`config.mk`:
```
export PLATFORM = sky130hd
export DESIGN_NAME = four_level_interrupt_prioritizer
export DESIGN_NICKNAME = d
export VERILOG_FILES = /design/src/rtl/four_level_irq_pkg.sv /design/src/rtl/four_level_interrupt_prioritizer.sv /design/src/rtl/priority_register_file.sv /design/src/rtl/request_ranker.sv
export SDC_FILE = /design/constraint.sdc
export NUM_CORES = 1
export LEC_CHECK = 0
export BUFFER_PORTS_ARGS = -buffer_cell sky130_fd_sc_hd__buf_2
export CAP_MARGIN = 20
export CORE_MARGIN = 5
export CORE_UTILIZATION = 43
export CTS_BUF_LIST = sky130_fd_sc_hd__clkbuf_8
export DETAILED_ROUTE_END_ITERATION = 16
export PLACE_DENSITY = 0.7
export SLEW_MARGIN = 20
export SYNTH_ARGS = -nofsm -noshare
export SYNTH_HDL_FRONTEND = slang
export SYNTH_HIERARCHICAL = 1
export SYNTH_SLANG_ARGS = --single-unit
```
`constraint.sdc`:
```
create_clock -name sys_clk -period 4.4 [get_ports sys_clk]
set_input_delay 0.66 -clock sys_clk [delete_from_list [all_inputs] [get_ports sys_clk]]
set_output_delay 0.66 -clock sys_clk [all_outputs]
set_load 0.1 [all_outputs]
```
`src/rtl/four_level_irq_pkg.sv`:
```
package four_level_irq_pkg;

    // ------------------------------------------------------------
    // Special function register addresses
    // ------------------------------------------------------------
    localparam logic [7:0] ADDR_SOURCE_ENABLE = 8'ha8;
    localparam logic [7:0] ADDR_PRIORITY_LOW  = 8'hb8;
    localparam logic [7:0] ADDR_PRIORITY_HIGH = 8'hb7;

    // ------------------------------------------------------------
    // Field layout and reset values
    // ------------------------------------------------------------
    localparam int         GLOBAL_ENABLE_BIT  = 7;
    localparam logic [7:0] ENABLE_WRITE_MASK  = 8'hbf;
    localparam logic [7:0] PRIORITY_MASK      = 8'h3f;
    localparam logic [7:0] SOURCE_ENABLE_RST  = 8'h00;
    localparam logic [7:0] PRIORITY_LOW_RST   = 8'h00;
    localparam logic [7:0] PRIORITY_HIGH_RST  = 8'h00;
    localparam logic [7:0] READ_UNMAPPED      = 8'h00;

    // ------------------------------------------------------------
    // Sources, in polling rank and in register bit position
    // ------------------------------------------------------------
    localparam int         NUM_SOURCES        = 6;
    localparam int         NUM_LEVELS         = 4;
    localparam logic [2:0] SRC_EXT0           = 3'h0;
    localparam logic [2:0] SRC_TIMER0         = 3'h1;
    localparam logic [2:0] SRC_EXT1           = 3'h2;
    localparam logic [2:0] SRC_TIMER1         = 3'h3;
    localparam logic [2:0] SRC_SERIAL         = 3'h4;
    localparam logic [2:0] SRC_TIMER2         = 3'h5;
    localparam logic [5:0][7:0] VECTORS =
        {8'h2b, 8'h23, 8'h1b, 8'h13, 8'h0b, 8'h03};

    // ------------------------------------------------------------
    // Arbiter state
    // ------------------------------------------------------------
    typedef enum logic [1:0]
    {
        ST_POLL   = 2'b00,
        ST_OFFER  = 2'b01,
        ST_SETTLE = 2'b11
    } arb_state_type;

    typedef struct packed
    {
        arb_state_type state;
        logic [2:0]    offer_src;
        logic [1:0]    offer_level;
        logic [7:0]    vector;
        logic [3:0]    in_service;
        logic [1:0]    ext_sync1;
        logic [1:0]    ext_sync2;
        logic [1:0]    ext_prev;
        logic [1:0]    ext_flag;
        logic          t0_clear;
        logic          t1_clear;
    } arb_regs_type;

    localparam arb_regs_type ARB_RESET = '{
        state:       ST_POLL,
        offer_src:   3'h0,
        offer_level: 2'h0,
        vector:      8'h00,
        in_service:  4'h0,
        ext_sync1:   2'h3,
        ext_sync2:   2'h3,
        ext_prev:    2'h3,
        ext_flag:    2'h0,
        t0_clear:    1'b0,
        t1_clear:    1'b0
    };

    typedef struct packed
    {
        logic [7:0] enable;
        logic [7:0] low;
        logic [7:0] high;
        logic [7:0] rdata;
    } sfr_regs_type;

    localparam sfr_regs_type SFR_RESET = '{
        enable: SOURCE_ENABLE_RST,
        low:    PRIORITY_LOW_RST,
        high:   PRIORITY_HIGH_RST,
        rdata:  READ_UNMAPPED
    };

endpackage

```
`src/rtl/four_level_interrupt_prioritizer.sv`:
```
// Functional notes
// - Six request sources arbitrated, each given one of four levels.
// - Level is high-select bit over low-select bit; 11 is highest.
// - High-select register sits at address b7, same bit order.
// - Enabled request is taken when no same or higher level runs.
// - Same or higher level in service holds the request until it ends.
// - Higher level preempts a lower running handler; nesting four deep.
// - On return the interrupted lower handler resumes; one bit per level.
// - Ties go by fixed rank ext0..timer2; vectors 03 to 2b.
// - Vectoring clears timer0/1 flags and edge-mode external flags only.
// - Serial requests on rx or tx done; timer2 on overflow or trigger.
// - Level-mode external request follows the pin, never cleared.
// - Each source has an enable bit; disabled requests are not taken.
// - Priority bit one raises, zero lowers; top two bits unimplemented.
`timescale 1ns/1ps
`default_nettype none

module four_level_interrupt_prioritizer
(
    input  wire logic       sys_clk,
    input  wire logic       rst,
    input  wire logic [7:0] sfr_addr,
    input  wire logic [7:0] sfr_wdata,
    input  wire logic       sfr_wr,
    output logic      [7:0] sfr_rdata,
    input  wire logic       ext0_pin_n,
    input  wire logic       ext1_pin_n,
    input  wire logic       ext0_edge_mode,
    input  wire logic       ext1_edge_mode,
    input  wire logic       timer0_overflow_flag,
    input  wire logic       timer1_overflow_flag,
    input  wire logic       serial_rx_done_flag,
    input  wire logic       serial_tx_done_flag,
    input  wire logic       timer2_overflow_flag,
    input  wire logic       timer2_ext_trigger_flag,
    input  wire logic       irq_ack,
    input  wire logic       irq_return,
    output logic            irq_req,
    output logic      [7:0] irq_vector,
    output logic      [1:0] irq_level,
    output logic            ext0_request_flag,
    output logic            ext1_request_flag,
    output logic            timer0_flag_clear,
    output logic            timer1_flag_clear,
    output logic      [3:0] in_service_level
);

    four_level_irq_pkg::arb_regs_type r;
    four_level_irq_pkg::arb_regs_type next_r;

    logic [7:0] source_enable_reg;
    logic [7:0] priority_low_select;
    logic [7:0] priority_high_select;
    logic [5:0] raw_request;
    logic [5:0] pending;
    logic       win_found;
    logic [2:0] win_src;
    logic [1:0] win_level;
    logic       blocked;
    logic       eligible;
    logic [3:0] top_onehot;
    logic [1:0] edge_mode;
    logic       taking;

    // ------------------------------------------------------------
    // Register file and ranking
    // ------------------------------------------------------------
    priority_register_file u_regs
    (
        .sys_clk              (sys_clk),
        .rst                  (rst),
        .sfr_addr             (sfr_addr),
        .sfr_wdata            (sfr_wdata),
        .sfr_wr               (sfr_wr),
        .sfr_rdata            (sfr_rdata),
        .source_enable_reg    (source_enable_reg),
        .priority_low_select  (priority_low_select),
        .priority_high_select (priority_high_select)
    );

    // ------------------------------------------------------------
    // Request vector, in polling rank order
    // ------------------------------------------------------------
    assign raw_request[0] = r.ext_flag[0];
    assign raw_request[1] = timer0_overflow_flag;
    assign raw_request[2] = r.ext_flag[1];
    assign raw_request[3] = timer1_overflow_flag;
    assign raw_request[4] = serial_rx_done_flag | serial_tx_done_flag;
    assign raw_request[5] = timer2_overflow_flag
                          | timer2_ext_trigger_flag;

    // Global enable gates every source on top of its own bit
    assign pending = raw_request & source_enable_reg[5:0]
                   & {6{source_enable_reg[four_level_irq_pkg::GLOBAL_ENABLE_BIT]}};

    request_ranker u_rank
    (
        .pending   (pending),
        .high_bits (priority_high_select[5:0]),
        .low_bits  (priority_low_select[5:0]),
        .found     (win_found),
        .source    (win_src),
        .level     (win_level)
    );

    // Any handler at the winner's level or above blocks it
    assign blocked  = |(r.in_service >> win_level);
    assign eligible = win_found && !blocked;
    assign taking   = (r.state == four_level_irq_pkg::ST_OFFER) && irq_ack;
    assign edge_mode = {ext1_edge_mode, ext0_edge_mode};

    // Highest in-service bit, the one a return releases
    always_comb
    begin
        top_onehot = 4'h0;
        for (int lv = 0; lv < four_level_irq_pkg::NUM_LEVELS; lv++)
        begin
            if (r.in_service[lv])
            begin
                top_onehot = 4'h1 << lv;
            end
        end
    end

    // ------------------------------------------------------------
    // Next state
    // ------------------------------------------------------------
    always_comb
    begin
        next_r          = r;
        next_r.t0_clear = 1'b0;
        next_r.t1_clear = 1'b0;

        // External pins: two flops, then edge detection on the second
        next_r.ext_sync1 = {ext1_pin_n, ext0_pin_n};
        next_r.ext_sync2 = r.ext_sync1;
        next_r.ext_prev  = r.ext_sync2;
        for (int e = 0; e < 2; e++)
        begin
            if (edge_mode[e])
            begin
                // A new falling edge in the clearing cycle is kept
                if (taking && r.offer_src == 3'(2 * e))
                begin
                    next_r.ext_flag[e] = 1'b0;
                end
                if (r.ext_prev[e] && !r.ext_sync2[e])
                begin
                    next_r.ext_flag[e] = 1'b1;
                end
            end
            else
            begin
                next_r.ext_flag[e] = !r.ext_sync2[e];
            end
        end

        // Return releases first, so a same-cycle take still lands
        if (irq_return)
        begin
            next_r.in_service = r.in_service & ~top_onehot;
        end

        case (r.state)
            four_level_irq_pkg::ST_POLL:
            begin
                if (eligible)
                begin
                    next_r.state       = four_level_irq_pkg::ST_OFFER;
                    next_r.offer_src   = win_src;
                    next_r.offer_level = win_level;
                    next_r.vector      = four_level_irq_pkg::VECTORS[win_src];
                end
            end
            four_level_irq_pkg::ST_OFFER:
            begin
                if (irq_ack)
                begin
                    next_r.state = four_level_irq_pkg::ST_SETTLE;
                    next_r.in_service[r.offer_level] = 1'b1;
                    next_r.t0_clear =
                        (r.offer_src == four_level_irq_pkg::SRC_TIMER0);
                    next_r.t1_clear =
                        (r.offer_src == four_level_irq_pkg::SRC_TIMER1);
                end
                else if (eligible)
                begin
                    // Re-offer so a later, higher request is not hidden
                    next_r.offer_src   = win_src;
                    next_r.offer_level = win_level;
                    next_r.vector      = four_level_irq_pkg::VECTORS[win_src];
                end
                else
                begin
                    next_r.state = four_level_irq_pkg::ST_POLL;
                end
            end
            four_level_irq_pkg::ST_SETTLE:
            begin
                // Lets flag clears reach the sources before the next poll
                next_r.state = four_level_irq_pkg::ST_POLL;
            end
            default:
            begin
                next_r.state = four_level_irq_pkg::ST_POLL;
            end
        endcase
    end

    always_ff @(posedge sys_clk)
    begin
        if (rst)
        begin
            r <= four_level_irq_pkg::ARB_RESET;
        end
        else
        begin
            r <= next_r;
        end
    end

    // ------------------------------------------------------------
    // Outputs
    // ------------------------------------------------------------
    assign irq_req           = (r.state == four_level_irq_pkg::ST_OFFER);
    assign irq_vector        = r.vector;
    assign irq_level         = r.offer_level;
    assign ext0_request_flag = r.ext_flag[0];
    assign ext1_request_flag = r.ext_flag[1];
    assign timer0_flag_clear = r.t0_clear;
    assign timer1_flag_clear = r.t1_clear;
    assign in_service_level  = r.in_service;

    // ------------------------------------------------------------
    // Checks
    // ------------------------------------------------------------
    property p_take_when_free;
        @(posedge sys_clk) disable iff (rst)
        (r.state == four_level_irq_pkg::ST_POLL) && win_found
            && (r.in_service == 4'h0) && !irq_return |=> irq_req;
    endproperty
    a_take_when_free: assert property (p_take_when_free)
        else $error("free request not offered");

    property p_held_off;
        @(posedge sys_clk) disable iff (rst)
        irq_req |-> ((r.in_service >> irq_level) == 4'h0);
    endproperty
    a_held_off: assert property (p_held_off)
        else $error("offer at or below a level in service");

    property p_nest;
        @(posedge sys_clk) disable iff (rst)
        irq_req && irq_ack |=> in_service_level[$past(irq_level)]
            ##1 (r.state == four_level_irq_pkg::ST_POLL);
    endproperty
    a_nest: assert property (p_nest)
        else $error("taken level not marked in service");

    property p_resume;
        @(posedge sys_clk) disable iff (rst)
        irq_return && !taking |=>
            in_service_level == ($past(r.in_service) & ~$past(top_onehot));
    endproperty
    a_resume: assert property (p_resume)
        else $error("return did not release the top level");

    property p_vector;
        @(posedge sys_clk) disable iff (rst)
        irq_req |-> irq_vector == four_level_irq_pkg::VECTORS[r.offer_src];
    endproperty
    a_vector: assert property (p_vector)
        else $error("vector does not match offered source");

    property p_timer_clear;
        @(posedge sys_clk) disable iff (rst)
        taking && (r.offer_src == four_level_irq_pkg::SRC_TIMER0)
            |=> timer0_flag_clear && !timer1_flag_clear ##1 !timer0_flag_clear;
    endproperty
    a_timer_clear: assert property (p_timer_clear)
        else $error("timer0 clear pulse wrong");

    property p_level_follow;
        @(posedge sys_clk) disable iff (rst)
        !ext1_edge_mode ##1 !ext1_edge_mode
            |-> ext1_request_flag == !$past(r.ext_sync2[1]);
    endproperty
    a_level_follow: assert property (p_level_follow)
        else $error("level-mode request does not follow pin");

    property p_enabled;
        @(posedge sys_clk) disable iff (rst)
        (r.state == four_level_irq_pkg::ST_POLL) ##1 irq_req
            |-> $past(pending[win_src]);
    endproperty
    a_enabled: assert property (p_enabled)
        else $error("disabled request offered");

    property p_level_bits;
        @(posedge sys_clk) disable iff (rst)
        (r.state == four_level_irq_pkg::ST_POLL) ##1 irq_req
            |-> irq_level == {$past(priority_high_select[win_src]),
                              $past(priority_low_select[win_src])};
    endproperty
    a_level_bits: assert property (p_level_bits)
        else $error("offered level does not match priority bits");

    property p_unimplemented;
        @(posedge sys_clk) disable iff (rst)
        (sfr_addr == four_level_irq_pkg::ADDR_PRIORITY_HIGH)
            |=> sfr_rdata[7:6] == 2'h0;
    endproperty
    a_unimplemented: assert property (p_unimplemented)
        else $error("unimplemented priority bits read nonzero");

endmodule

`default_nettype wire

```
`src/rtl/priority_register_file.sv`:
```
`timescale 1ns/1ps
`default_nettype none

module priority_register_file
(
    input  wire logic       sys_clk,
    input  wire logic       rst,
    input  wire logic [7:0] sfr_addr,
    input  wire logic [7:0] sfr_wdata,
    input  wire logic       sfr_wr,
    output logic      [7:0] sfr_rdata,
    output logic      [7:0] source_enable_reg,
    output logic      [7:0] priority_low_select,
    output logic      [7:0] priority_high_select
);

    four_level_irq_pkg::sfr_regs_type r;
    four_level_irq_pkg::sfr_regs_type next_r;

    // ------------------------------------------------------------
    // Write decode and registered read
    // ------------------------------------------------------------
    always_comb
    begin
        next_r = r;
        if (sfr_wr && sfr_addr == four_level_irq_pkg::ADDR_SOURCE_ENABLE)
        begin
            next_r.enable = sfr_wdata & four_level_irq_pkg::ENABLE_WRITE_MASK;
        end
        // Top two bits unimplemented, read as zero
        if (sfr_wr && sfr_addr == four_level_irq_pkg::ADDR_PRIORITY_LOW)
        begin
            next_r.low = sfr_wdata & four_level_irq_pkg::PRIORITY_MASK;
        end
        if (sfr_wr && sfr_addr == four_level_irq_pkg::ADDR_PRIORITY_HIGH)
        begin
            next_r.high = sfr_wdata & four_level_irq_pkg::PRIORITY_MASK;
        end
        case (sfr_addr)
            four_level_irq_pkg::ADDR_SOURCE_ENABLE: next_r.rdata = r.enable;
            four_level_irq_pkg::ADDR_PRIORITY_LOW:  next_r.rdata = r.low;
            four_level_irq_pkg::ADDR_PRIORITY_HIGH: next_r.rdata = r.high;
            default: next_r.rdata = four_level_irq_pkg::READ_UNMAPPED;
        endcase
    end

    always_ff @(posedge sys_clk)
    begin
        if (rst)
        begin
            r <= four_level_irq_pkg::SFR_RESET;
        end
        else
        begin
            r <= next_r;
        end
    end

    assign sfr_rdata            = r.rdata;
    assign source_enable_reg    = r.enable;
    assign priority_low_select  = r.low;
    assign priority_high_select = r.high;

endmodule

`default_nettype wire

```
`src/rtl/request_ranker.sv`:
```
`timescale 1ns/1ps
`default_nettype none

module request_ranker
(
    input  wire logic [5:0] pending,
    input  wire logic [5:0] high_bits,
    input  wire logic [5:0] low_bits,
    output logic            found,
    output logic      [2:0] source,
    output logic      [1:0] level
);

    logic [5:0][1:0] src_level;

    // ------------------------------------------------------------
    // Level per source
    // ------------------------------------------------------------
    genvar g;
    generate
        for (g = 0; g < 6; g++)
        begin : g_level
            assign src_level[g] = {high_bits[g], low_bits[g]};
        end
    endgenerate

    // ------------------------------------------------------------
    // Highest level wins, then lowest polling rank
    // ------------------------------------------------------------
    always_comb
    begin
        found  = 1'b0;
        source = 3'h0;
        level  = 2'h0;
        // Later hits overwrite earlier ones, so the loop order is the rank
        for (int lv = 0; lv < four_level_irq_pkg::NUM_LEVELS; lv++)
        begin
            for (int s = four_level_irq_pkg::NUM_SOURCES - 1; s >= 0; s--)
            begin
                if (pending[s] && src_level[s] == 2'(lv))
                begin
                    found  = 1'b1;
                    source = 3'(s);
                    level  = 2'(lv);
                end
            end
        end
    end

endmodule

`default_nettype wire
```
Yosys cells after proc, flatten, opt, wreduce, memory -nomap -nowiden
Memory sizes are Yosys's and may differ from the RTL's.
Cells that the tools add are included.

word-level totals
  memory bits (writable) = 0
  latch bits = 0
  bits in read-only memories = 64
  register bits after elaboration = 56
  memories kept = 1
  input port bits = 31
  output and inout bits = 27

memory list
  memory           depth  width  rd ports  clocked after memory_dff  write ports  RTL line                                 RTL
  (no name shown)  8      8      1         0                         0            four_level_interrupt_prioritizer.sv:191  next_r.vector = four_level_irq_pkg::VECTORS[win_src];

operators by class
  reduce and logical (&&, ||, !) cells = 50
  div/mod/pow operators = 0
  multipliers = 0
  equality and inequality tests = 31
  mux-type cells = 90
  magnitude comparators = 3
  shift-type cells = 1
  add/subtract/negate cells = 0
  bitwise logic cells = 9

operator list
  kind                                                         number
  two-way mux 3 bit                                            24
  two-way mux 1 bit                                            38
  logical AND 1 bit                                            34
  two-way mux 2 bit                                            14
  two-way mux 13 bit                                           2
  one-hot mux 13 bit (2 select lines)                          1
  == test 2 bit (second input constant)                        12
  == test 8 bit (second input constant)                        3
  two-way mux 4 bit                                            6
  one-hot mux 8 bit (3 select lines)                           1
  two-way mux 15 bit                                           1
  == test 2 x 1 -> 1 bit (second input constant)               7
  zero test 2 bit                                              7
  AND 6 bit                                                    2
  two-way mux 8 bit                                            1
  == test 3 x 2 -> 1 bit (second input constant)               2
  != test 3 x 1 -> 1 bit (second input constant)               2
  AND 4 bit                                                    1
  less-than comparator 3 x 4 -> 1 bit (second input constant)  1
  != test 2 bit (second input constant)                        2
  inverter 4 bit                                               1
  bitwise OR 4 bit                                             1
  one-hot mux 2 bit (2 select lines)                           1
  AND reduction 4 bit                                          1
  other kinds (15)                                             19

Longest topological paths before layout
Gate-level depths: netlist (run 1).

  depth after elaboration = 33
  depth in mapped cells = 9

Hierarchy
The synthesis (run 1) kept the hierarchy.

modules (own cells, without submodules)
  module                            cells an instance  times used  area an instance (um^2)  seq. area each (um^2)
  priority_register_file            107                1           1114.8                   520.5
  four_level_interrupt_prioritizer  110                1           1074.8                   460.4
  request_ranker                    78                 1           503.0                    0.0

Worst setup path before layout (run 1)
OpenSTA, ideal clock, no wires.

  path type = register to register
  from = reg r (netlist bit ext1_request_flag)
  to = reg r (netlist bit irq_vector[4])
  arrival = 2.826 ns
  library setup time = 0.121 ns
  cell stages (with the launch flop) = 10
  path buffers = 0
  path slack = 1.452 ns
  path through = dfxtp_1 and3_1 nand3b_1 nand2_1 nor2_1 and2_1 o311ai_0 o21ba_2 nor3_4 mux2_4

on the way
  cells in the longest elaborated chain, start to end = 29
  elaborated cells on any way between the ends = 76
  those cells by class = eq/ne: 2; shift: 1; mux: 62; bitwise: 2; reduce/logical: 8; memory: 1

ends and longest elaborated chain
  element                                  RTL line                                 RTL
  start, declared                          four_level_interrupt_prioritizer.sv:48   four_level_irq_pkg::arb_regs_type r;
  start signal, assigned                   four_level_interrupt_prioritizer.sv:214  r <= four_level_irq_pkg::ARB_RESET;
  start signal, assigned                   four_level_interrupt_prioritizer.sv:218  r <= next_r;
  AND 6 bit (*)                            four_level_interrupt_prioritizer.sv:93   assign pending = raw_request & source_enable_reg[5:0]
  AND 6 bit (*)                            four_level_interrupt_prioritizer.sv:94   & {6{source_enable_reg[four_level_irq_pkg::GLOBAL_ENABLE_BIT]}};
  via pending[2]                           four_level_interrupt_prioritizer.sv:55   logic [5:0] pending;
  logical AND 1 bit                        request_ranker.sv:40                     if (pending[s] && src_level[s] == 2'(lv))
  two-way mux 3 bit (21 in series)         request_ranker.sv:40
  memory read (8 x 8 bit)                  --
  two-way mux 8 bit (not written as such)  four_level_interrupt_prioritizer.sv:191
  two-way mux 13 bit                       four_level_interrupt_prioritizer.sv:186  else if (eligible)
  two-way mux 13 bit                       four_level_interrupt_prioritizer.sv:177  if (irq_ack)
  one-hot mux 13 bit (2 select lines)      four_level_interrupt_prioritizer.sv:164  case (r.state)

Mark *: on every way through the listed nets, which the timed path passes. The rest lies on a longest branch. The select of a mux whose other input is x is not followed.
A chain may end at the register's enable or synchronous reset.

Worst setup path after layout (run 1)
  from = reg u_regs.r (netlist bit u_regs/source_enable_reg[7])
  to = reg r (netlist bit irq_vector[4])

on the way
  elaborated cells on any way between the ends = 104
  those cells by class = eq/ne: 2; shift: 1; mux: 71; bitwise: 1; reduce/logical: 28; memory: 1

RTL lines
  element                                  RTL line                                 RTL
  start, declared                          priority_register_file.sv:17             four_level_irq_pkg::sfr_regs_type r;
  start signal, assigned                   priority_register_file.sv:51             r <= four_level_irq_pkg::SFR_RESET;
  start signal, assigned                   priority_register_file.sv:55             r <= next_r;
  AND 6 bit (*)                            four_level_interrupt_prioritizer.sv:94
  via pending[1]                           four_level_interrupt_prioritizer.sv:55
  logical AND 1 bit                        request_ranker.sv:40
  two-way mux 3 bit (20 in series)         request_ranker.sv:40
  memory read (8 x 8 bit)                  --
  two-way mux 8 bit (not written as such)  four_level_interrupt_prioritizer.sv:191
  two-way mux 13 bit                       four_level_interrupt_prioritizer.sv:186
  two-way mux 13 bit                       four_level_interrupt_prioritizer.sv:177
  one-hot mux 13 bit (2 select lines)      four_level_interrupt_prioritizer.sv:164

Marked as above.

==> summary.txt, run 1 <==
Worst setup path
  • CP arrival: 2970 ps
  • Setup crit start kind: flop
  • Crit path launch: u_regs/source_enable_reg[7]$_SDFFE_PP0P_
  • Reg2reg end: irq_vector[4]$_SDFFE_PP0P_
  • Flop2flop setup slack: 1640 ps
  • CP max FO: 8
  • CP Class: flop to flop
  • Crit. End Element: flop
  • R2r worst-path depth: 9
  • Worst r2r src: u_regs/source_enable_reg[7]$_SDFFE_PP0P_
  • Worst Path Required: ~4600 ps

Timing
  • RSZ-0062 raised after global routing: no
  • Slew margin rel.: 0.497
  • Clock Skew: approximately 7.6 ps
  • Setup TNS: 0 ps
  • Tcrit/Tclk final: 0.628
  • Worst Tran Pin Value: about 750 ps
  • FMAX: 362 MHz
  • Final hold vios: 0
  • Fin. max-slew vios: 0
  • Min cycle time layout: 2760 ps
  • Setup violators final: 0

Pwr
  • Pwr dens: 269 mW/mm2
  • Peak supply drop: 0.000139 V
  • Total power: 0.797 mW
  • Leakage power: 1.38 nW

Layout
  • Layout cells sized above 1: 0.261
  • Area Growth Syn to Fin: 11.6%
  • Register area: 981 um2
  • Filler instances: 600
  • Diode count: 0
  • Multi-input logic area: 0.00151 mm2
  • Final #Nets: 359

Placed design
  • Final HPWL DP: 4600 um
  • Port buffer count: 52
  • GP Congestion: between 0.8 and 0.9

Floorplan
  • Die area: 0.00785 mm2
  • Die width: 88.6 um
  • Core box area: 0.00596 mm2
  • Io pins: 58
  • Die H: 88.6 um
  • Rows: 28
  • Initial core utilization: 0.446

Synthesis
  • Cell Area, Synth: 0.00266 mm2
  • Cells after Synth: 290
  • Yosys warning total: 6
  • Mean Syn Cell Area: 9.16 um2

Clock network
  • Post-CTS Setup Inserts: 0
  • Root Driver: clkbuf_8
  • CTS Sinks: a little under 50
  • TritonCTS Buffers: 5
  • H-tree Lvls: 2
  • CTS tree: built
  • Register clock-pin slew on the reported worst setup and hold paths: 90 ps
  • Post-CTS Resized: 0
  • Skew-Pair Late Insertion Delay: around 300 ps
  • Hold buffer count at CTS: 0
  • Clk buf depth: 2

Route
  • DRT iter0 DRCs: approximately 170
  • Routed len/inst: about 15 um
  • Via count: between 2,000 and 2,500
  • WL final: between 6000 and 7000 um
  • Via-per-instance ratio: 5.50
  • Antenna Nets Post-Route: 0
  • Pre-antenna DRT Iters: 4
  • DRC: 0

Job
  • MaxCap Viol Count: 0

GRT
  • Antenna violations before repair: 0
  • Total GRT Usage: 0.162
  • GR Overflow Total: 0
  • Largest net degree at the start of global routing: 46
  • Number of global-route vias before repair: 2,078
  • First-pass GRT wire length: 9930 um

Worst hold path
  • HP Class: flop to flop
  • Hold endpoint: next_r[5]$_SDFF_PP1_
  • Hold Crit Start: next_r[7]$_SDFF_PP1_
  • Worst hold stages: 1

Status
  • Status: completed
[cell type report]
cell class              count  area share
clock inverters             1     0.00169
clock buffers               7      0.0325
inverters                   4     0.00507
flip-flops and latches     49       0.331
well taps                  75      0.0317
multi-input cells         216       0.510
repair buffers             52      0.0878
[critical path: stages (launching register included)]
cell	delay [ps]
dfxtp_1	480
and3_1	310
nand3b_1	150
nand2_1	130
nor2_1	70
and2_1	150
o311ai_0	540
o21ba_2	270
nor3_4	240
mux2_4	320
[worst max path at each step]
stage | slack, ps | to
floorplan | 1450 | irq_vector[4]$_SDFFE_PP0P_
global placement | 1440 | irq_vector[4]$_SDFFE_PP0P_
detailed placement | 1400 | irq_vector[4]$_SDFFE_PP0P_
CTS | 1640 | irq_vector[4]$_SDFFE_PP0P_
global route | 1400 | irq_vector[4]$_SDFFE_PP0P_
finish | 1640 | irq_vector[4]$_SDFFE_PP0P_
[cells in the final DEF (no fill, tap or decap), drive strengths merged, types with 7 or more instances in the layout]
cell type and instances:
mux2i 21, nand3 11, or2 8, nand3b 11
nand2b 9, nor2 40, clkbuf 7, nand2 11
buf 52, a22oi 8, dfxtp 49
[power breakdown]
group          total [mW]  internal (mW)  switching, mW
Clock               0.295          0.142          0.153
Combinational      0.0547         0.0162         0.0385
Sequential          0.448          0.446        0.00148
Total               0.797          0.605          0.193
[metal layers]
metal | wire length [um] | track usage
met5 | 0 | 0
met4 | 91 | 0.0549
met3 | 355 | 0.0298
met2 | 2930 | 0.260
met1 | 2890 | 0.220
[stage by stage]
stage                      util  hold WS, ps  setup WS [ps]  area, um2  cells
after detailed placement  0.481          395           1400       2860    396
after global placement    0.481          392           1440       2860    396
after CTS                 0.498          417           1640       2960    404
final                     0.498          415           1640       2960    404
after floorplan               -          389           1450       2660    292
after global routing      0.498          434           1400       2960    404
Power figures use the tool's default switching activity.
==> run 2: changes to the inputs <==
--- a/config.mk
+++ b/config.mk
@@ -5,13 +5,14 @@
 export SDC_FILE = /design/constraint.sdc
 export NUM_CORES = 1
 export LEC_CHECK = 0
+export ABC_AREA = 1
 export BUFFER_PORTS_ARGS = -buffer_cell sky130_fd_sc_hd__buf_2
 export CAP_MARGIN = 20
 export CORE_MARGIN = 5
 export CORE_UTILIZATION = 43
 export CTS_BUF_LIST = sky130_fd_sc_hd__clkbuf_8
 export DETAILED_ROUTE_END_ITERATION = 16
-export PLACE_DENSITY = 0.7
+export PLACE_DENSITY = 0.72
 export SLEW_MARGIN = 20
 export SYNTH_ARGS = -nofsm -noshare
 export SYNTH_HDL_FRONTEND = slang
==> constraint.sdc (replaced) <==
create_clock -name sys_clk -period 2.2 [get_ports sys_clk]
set_input_delay 0.33 -clock sys_clk [delete_from_list [all_inputs] [get_ports sys_clk]]
set_output_delay 0.33 -clock sys_clk [all_outputs]
set_load 0.1 [all_outputs]
==> summary.txt, run 2 <==
Route
  • DRT iter0 DRCs: 82
  • WL final: 6200 um
  • Via-per-instance ratio: approximately 4.8
  • Pre-antenna DRT Iters: 4
  • Routed len/inst: ~11 um
  • Via count: 2,654
  • Antenna Nets Post-Route: 0
  • DRC: 0

Layout
  • Filler instances: 655
  • Post-layout util: 0.504
  • Final Cell Area: 0.00320 mm2
  • Commonest non-fill, non-tap cell in the layout: nand2_1
  • Layout cells sized above 1: 0.233
  • Diode count: 0
  • Final #Nets: 510
  • Area Growth Syn to Fin: 13.4%
  • Commonest cells after routing, fill and taps aside: nand2_1 (114), inv_1 (72), nor2_1 (57), buf_2 (52), dfxtp_1 (44)

Worst setup path
  • CP arrival: about 2200 ps
  • Crit path launch: u_regs/source_enable_reg[4]$_SDFFE_PP0P_
  • Crit. End Element: flop
  • Worst Path Required: 2400 ps
  • Most used cell, CP: nand2_1
  • CP Class: flop to flop
  • Setup crit start kind: flop
  • Worst r2r src: u_regs/source_enable_reg[4]$_SDFFE_PP0P_
  • Max incr delay on CP: 360 ps
  • CP max FO: 3
  • Worst path slowest cell: dfxtp_2

GRT
  • First-pass GRT wire length: 10,600 um
  • Largest net degree at the start of global routing: 21
  • Number of global-route vias before repair: 2,494
  • GR Overflow Total: 0
  • Total GRT Usage: 0.151
  • Antenna violations before repair: 0

Synthesis
  • Mean Syn Cell Area: 6.47 um2
  • Cells after Synth: 436
  • Cell Area, Synth: 0.00282 mm2
  • Yosys warning total: 6

Floorplan
  • Rows: 29
  • Io pins: 58
  • Core box area: approximately 0.0063 mm2
  • Die area: 0.00827 mm2
  • Initial core utilization: 0.444
  • Die H: a little over 90 um
  • Die width: between 90 and 100 um

Timing
  • Fin. max-slew vios: 0
  • Clock Skew: around 12 ps
  • Min cycle time layout: 2040 ps
  • Fin worst setup slack: 160 ps
  • Setup TNS: 0 ps
  • Tcrit/Tclk final: 0.927
  • Final hold vios: 0
  • Final hold slack: 208 ps
  • Setup violators final: 0
  • FMAX: 490 MHz
  • RSZ-0062 raised after global routing: yes

Clock network
  • Root Driver: clkbuf_8
  • CTS tree: built
  • Register clock-pin slew on the reported worst setup and hold paths: 90 ps
  • TritonCTS Buffers: 5
  • CTS Sinks: 49
  • H-tree Lvls: 2
  • Clk buf depth: 2
  • Skew-Pair Late Insertion Delay: 300 ps
  • Hold buffer count at CTS: 0

Placed design
  • Final HPWL DP: between 4000 and 5000 um
  • GP Congestion: 0.805
  • Post-place instance area: 0.00304 mm2
  • Pre-CTS WS: -20.3 ps
  • Port buffer count: 52

Worst hold path
  • HP Class: primary input to flop
  • Hold Crit Start: ext0_pin_n

Status
  • Status: completed

Pwr
  • Pwr dens: 478 mW/mm2
  • Leakage power: between 1.5 and 2 nW
  • Peak supply drop: 0.000324 V

Job
  • MaxCap Viol Count: 0
run 2: changes by cell type in the layout (fill, tap and decap cells not counted), moves of 8 or more:
cell,previous run,this run
nand2_1,11,114
inv_1,4,72
nand3_1,9,42
mux2i_1,21,0
nor2_1,39,57
nand3b_1,10,0
nand2b_1,9,0
nor2_4,0,9
a22oi_1,8,0
run 2: area by class of cell:
cell class                      instances  area (um2)  share of cell area
Clock buffer                            5        68.8              0.0215
Clock inverter                          3        17.5             0.00548
Inverter                               77         292              0.0912
Multi-Input combinational cell        288        1430               0.446
Sequential cell                        49         992               0.310
Tap cell                               77        96.3              0.0301
Timing Repair Buffer                   58         305              0.0955
run 2: worst paths after layout:
path	to	slack, ps	depth (start not counted)
max	r[24]$_SDFFE_PP0P_	160	27
min reg2reg	next_r[5]$_SDFF_PP1_	420	1
max reg2reg	r[24]$_SDFFE_PP0P_	160	27
min	next_r[6]$_SDFF_PP1_	210	2
run 2: metal layers:
metal / part of all wire / vias up / global-route usage
met5: 0 / - / 0
met4: 0.013 / 0 / 0.0416
met3: 0.059 / 7 / 0.0355
met2: 0.49 / 57 / 0.262
met1: 0.43 / 1186 / 0.188
li1: - / 1404 / -
run 2: per-stage QoR:
stage          instances  total power [mW]
2_1_floorplan        438             0.998
3_3_place_gp         548              1.03
3_5_place_dp         548              1.03
4_1_cts              556              1.55
5_1_grt              557              1.61
6_report             557              1.53
run 2: power breakdown:
group	internal (mW)	switching (mW)	total, mW
clock network	0.222	0.292	0.514
registers	0.891	0.00294	0.894
logic	0.0304	0.0899	0.120
run 2: worst max-delay path: cells and delay by family (launching register included):
family,cells,cell delay (ps)
compound gates,2,150
flops,1,360
simple gates,25,1440
run 2: repair_timing:
action	CTS	global route
setup endpoints to repair	4	8
buffers inserted	0	1
resized for setup	3	18
pin swaps	0	2
gates cloned	0	0
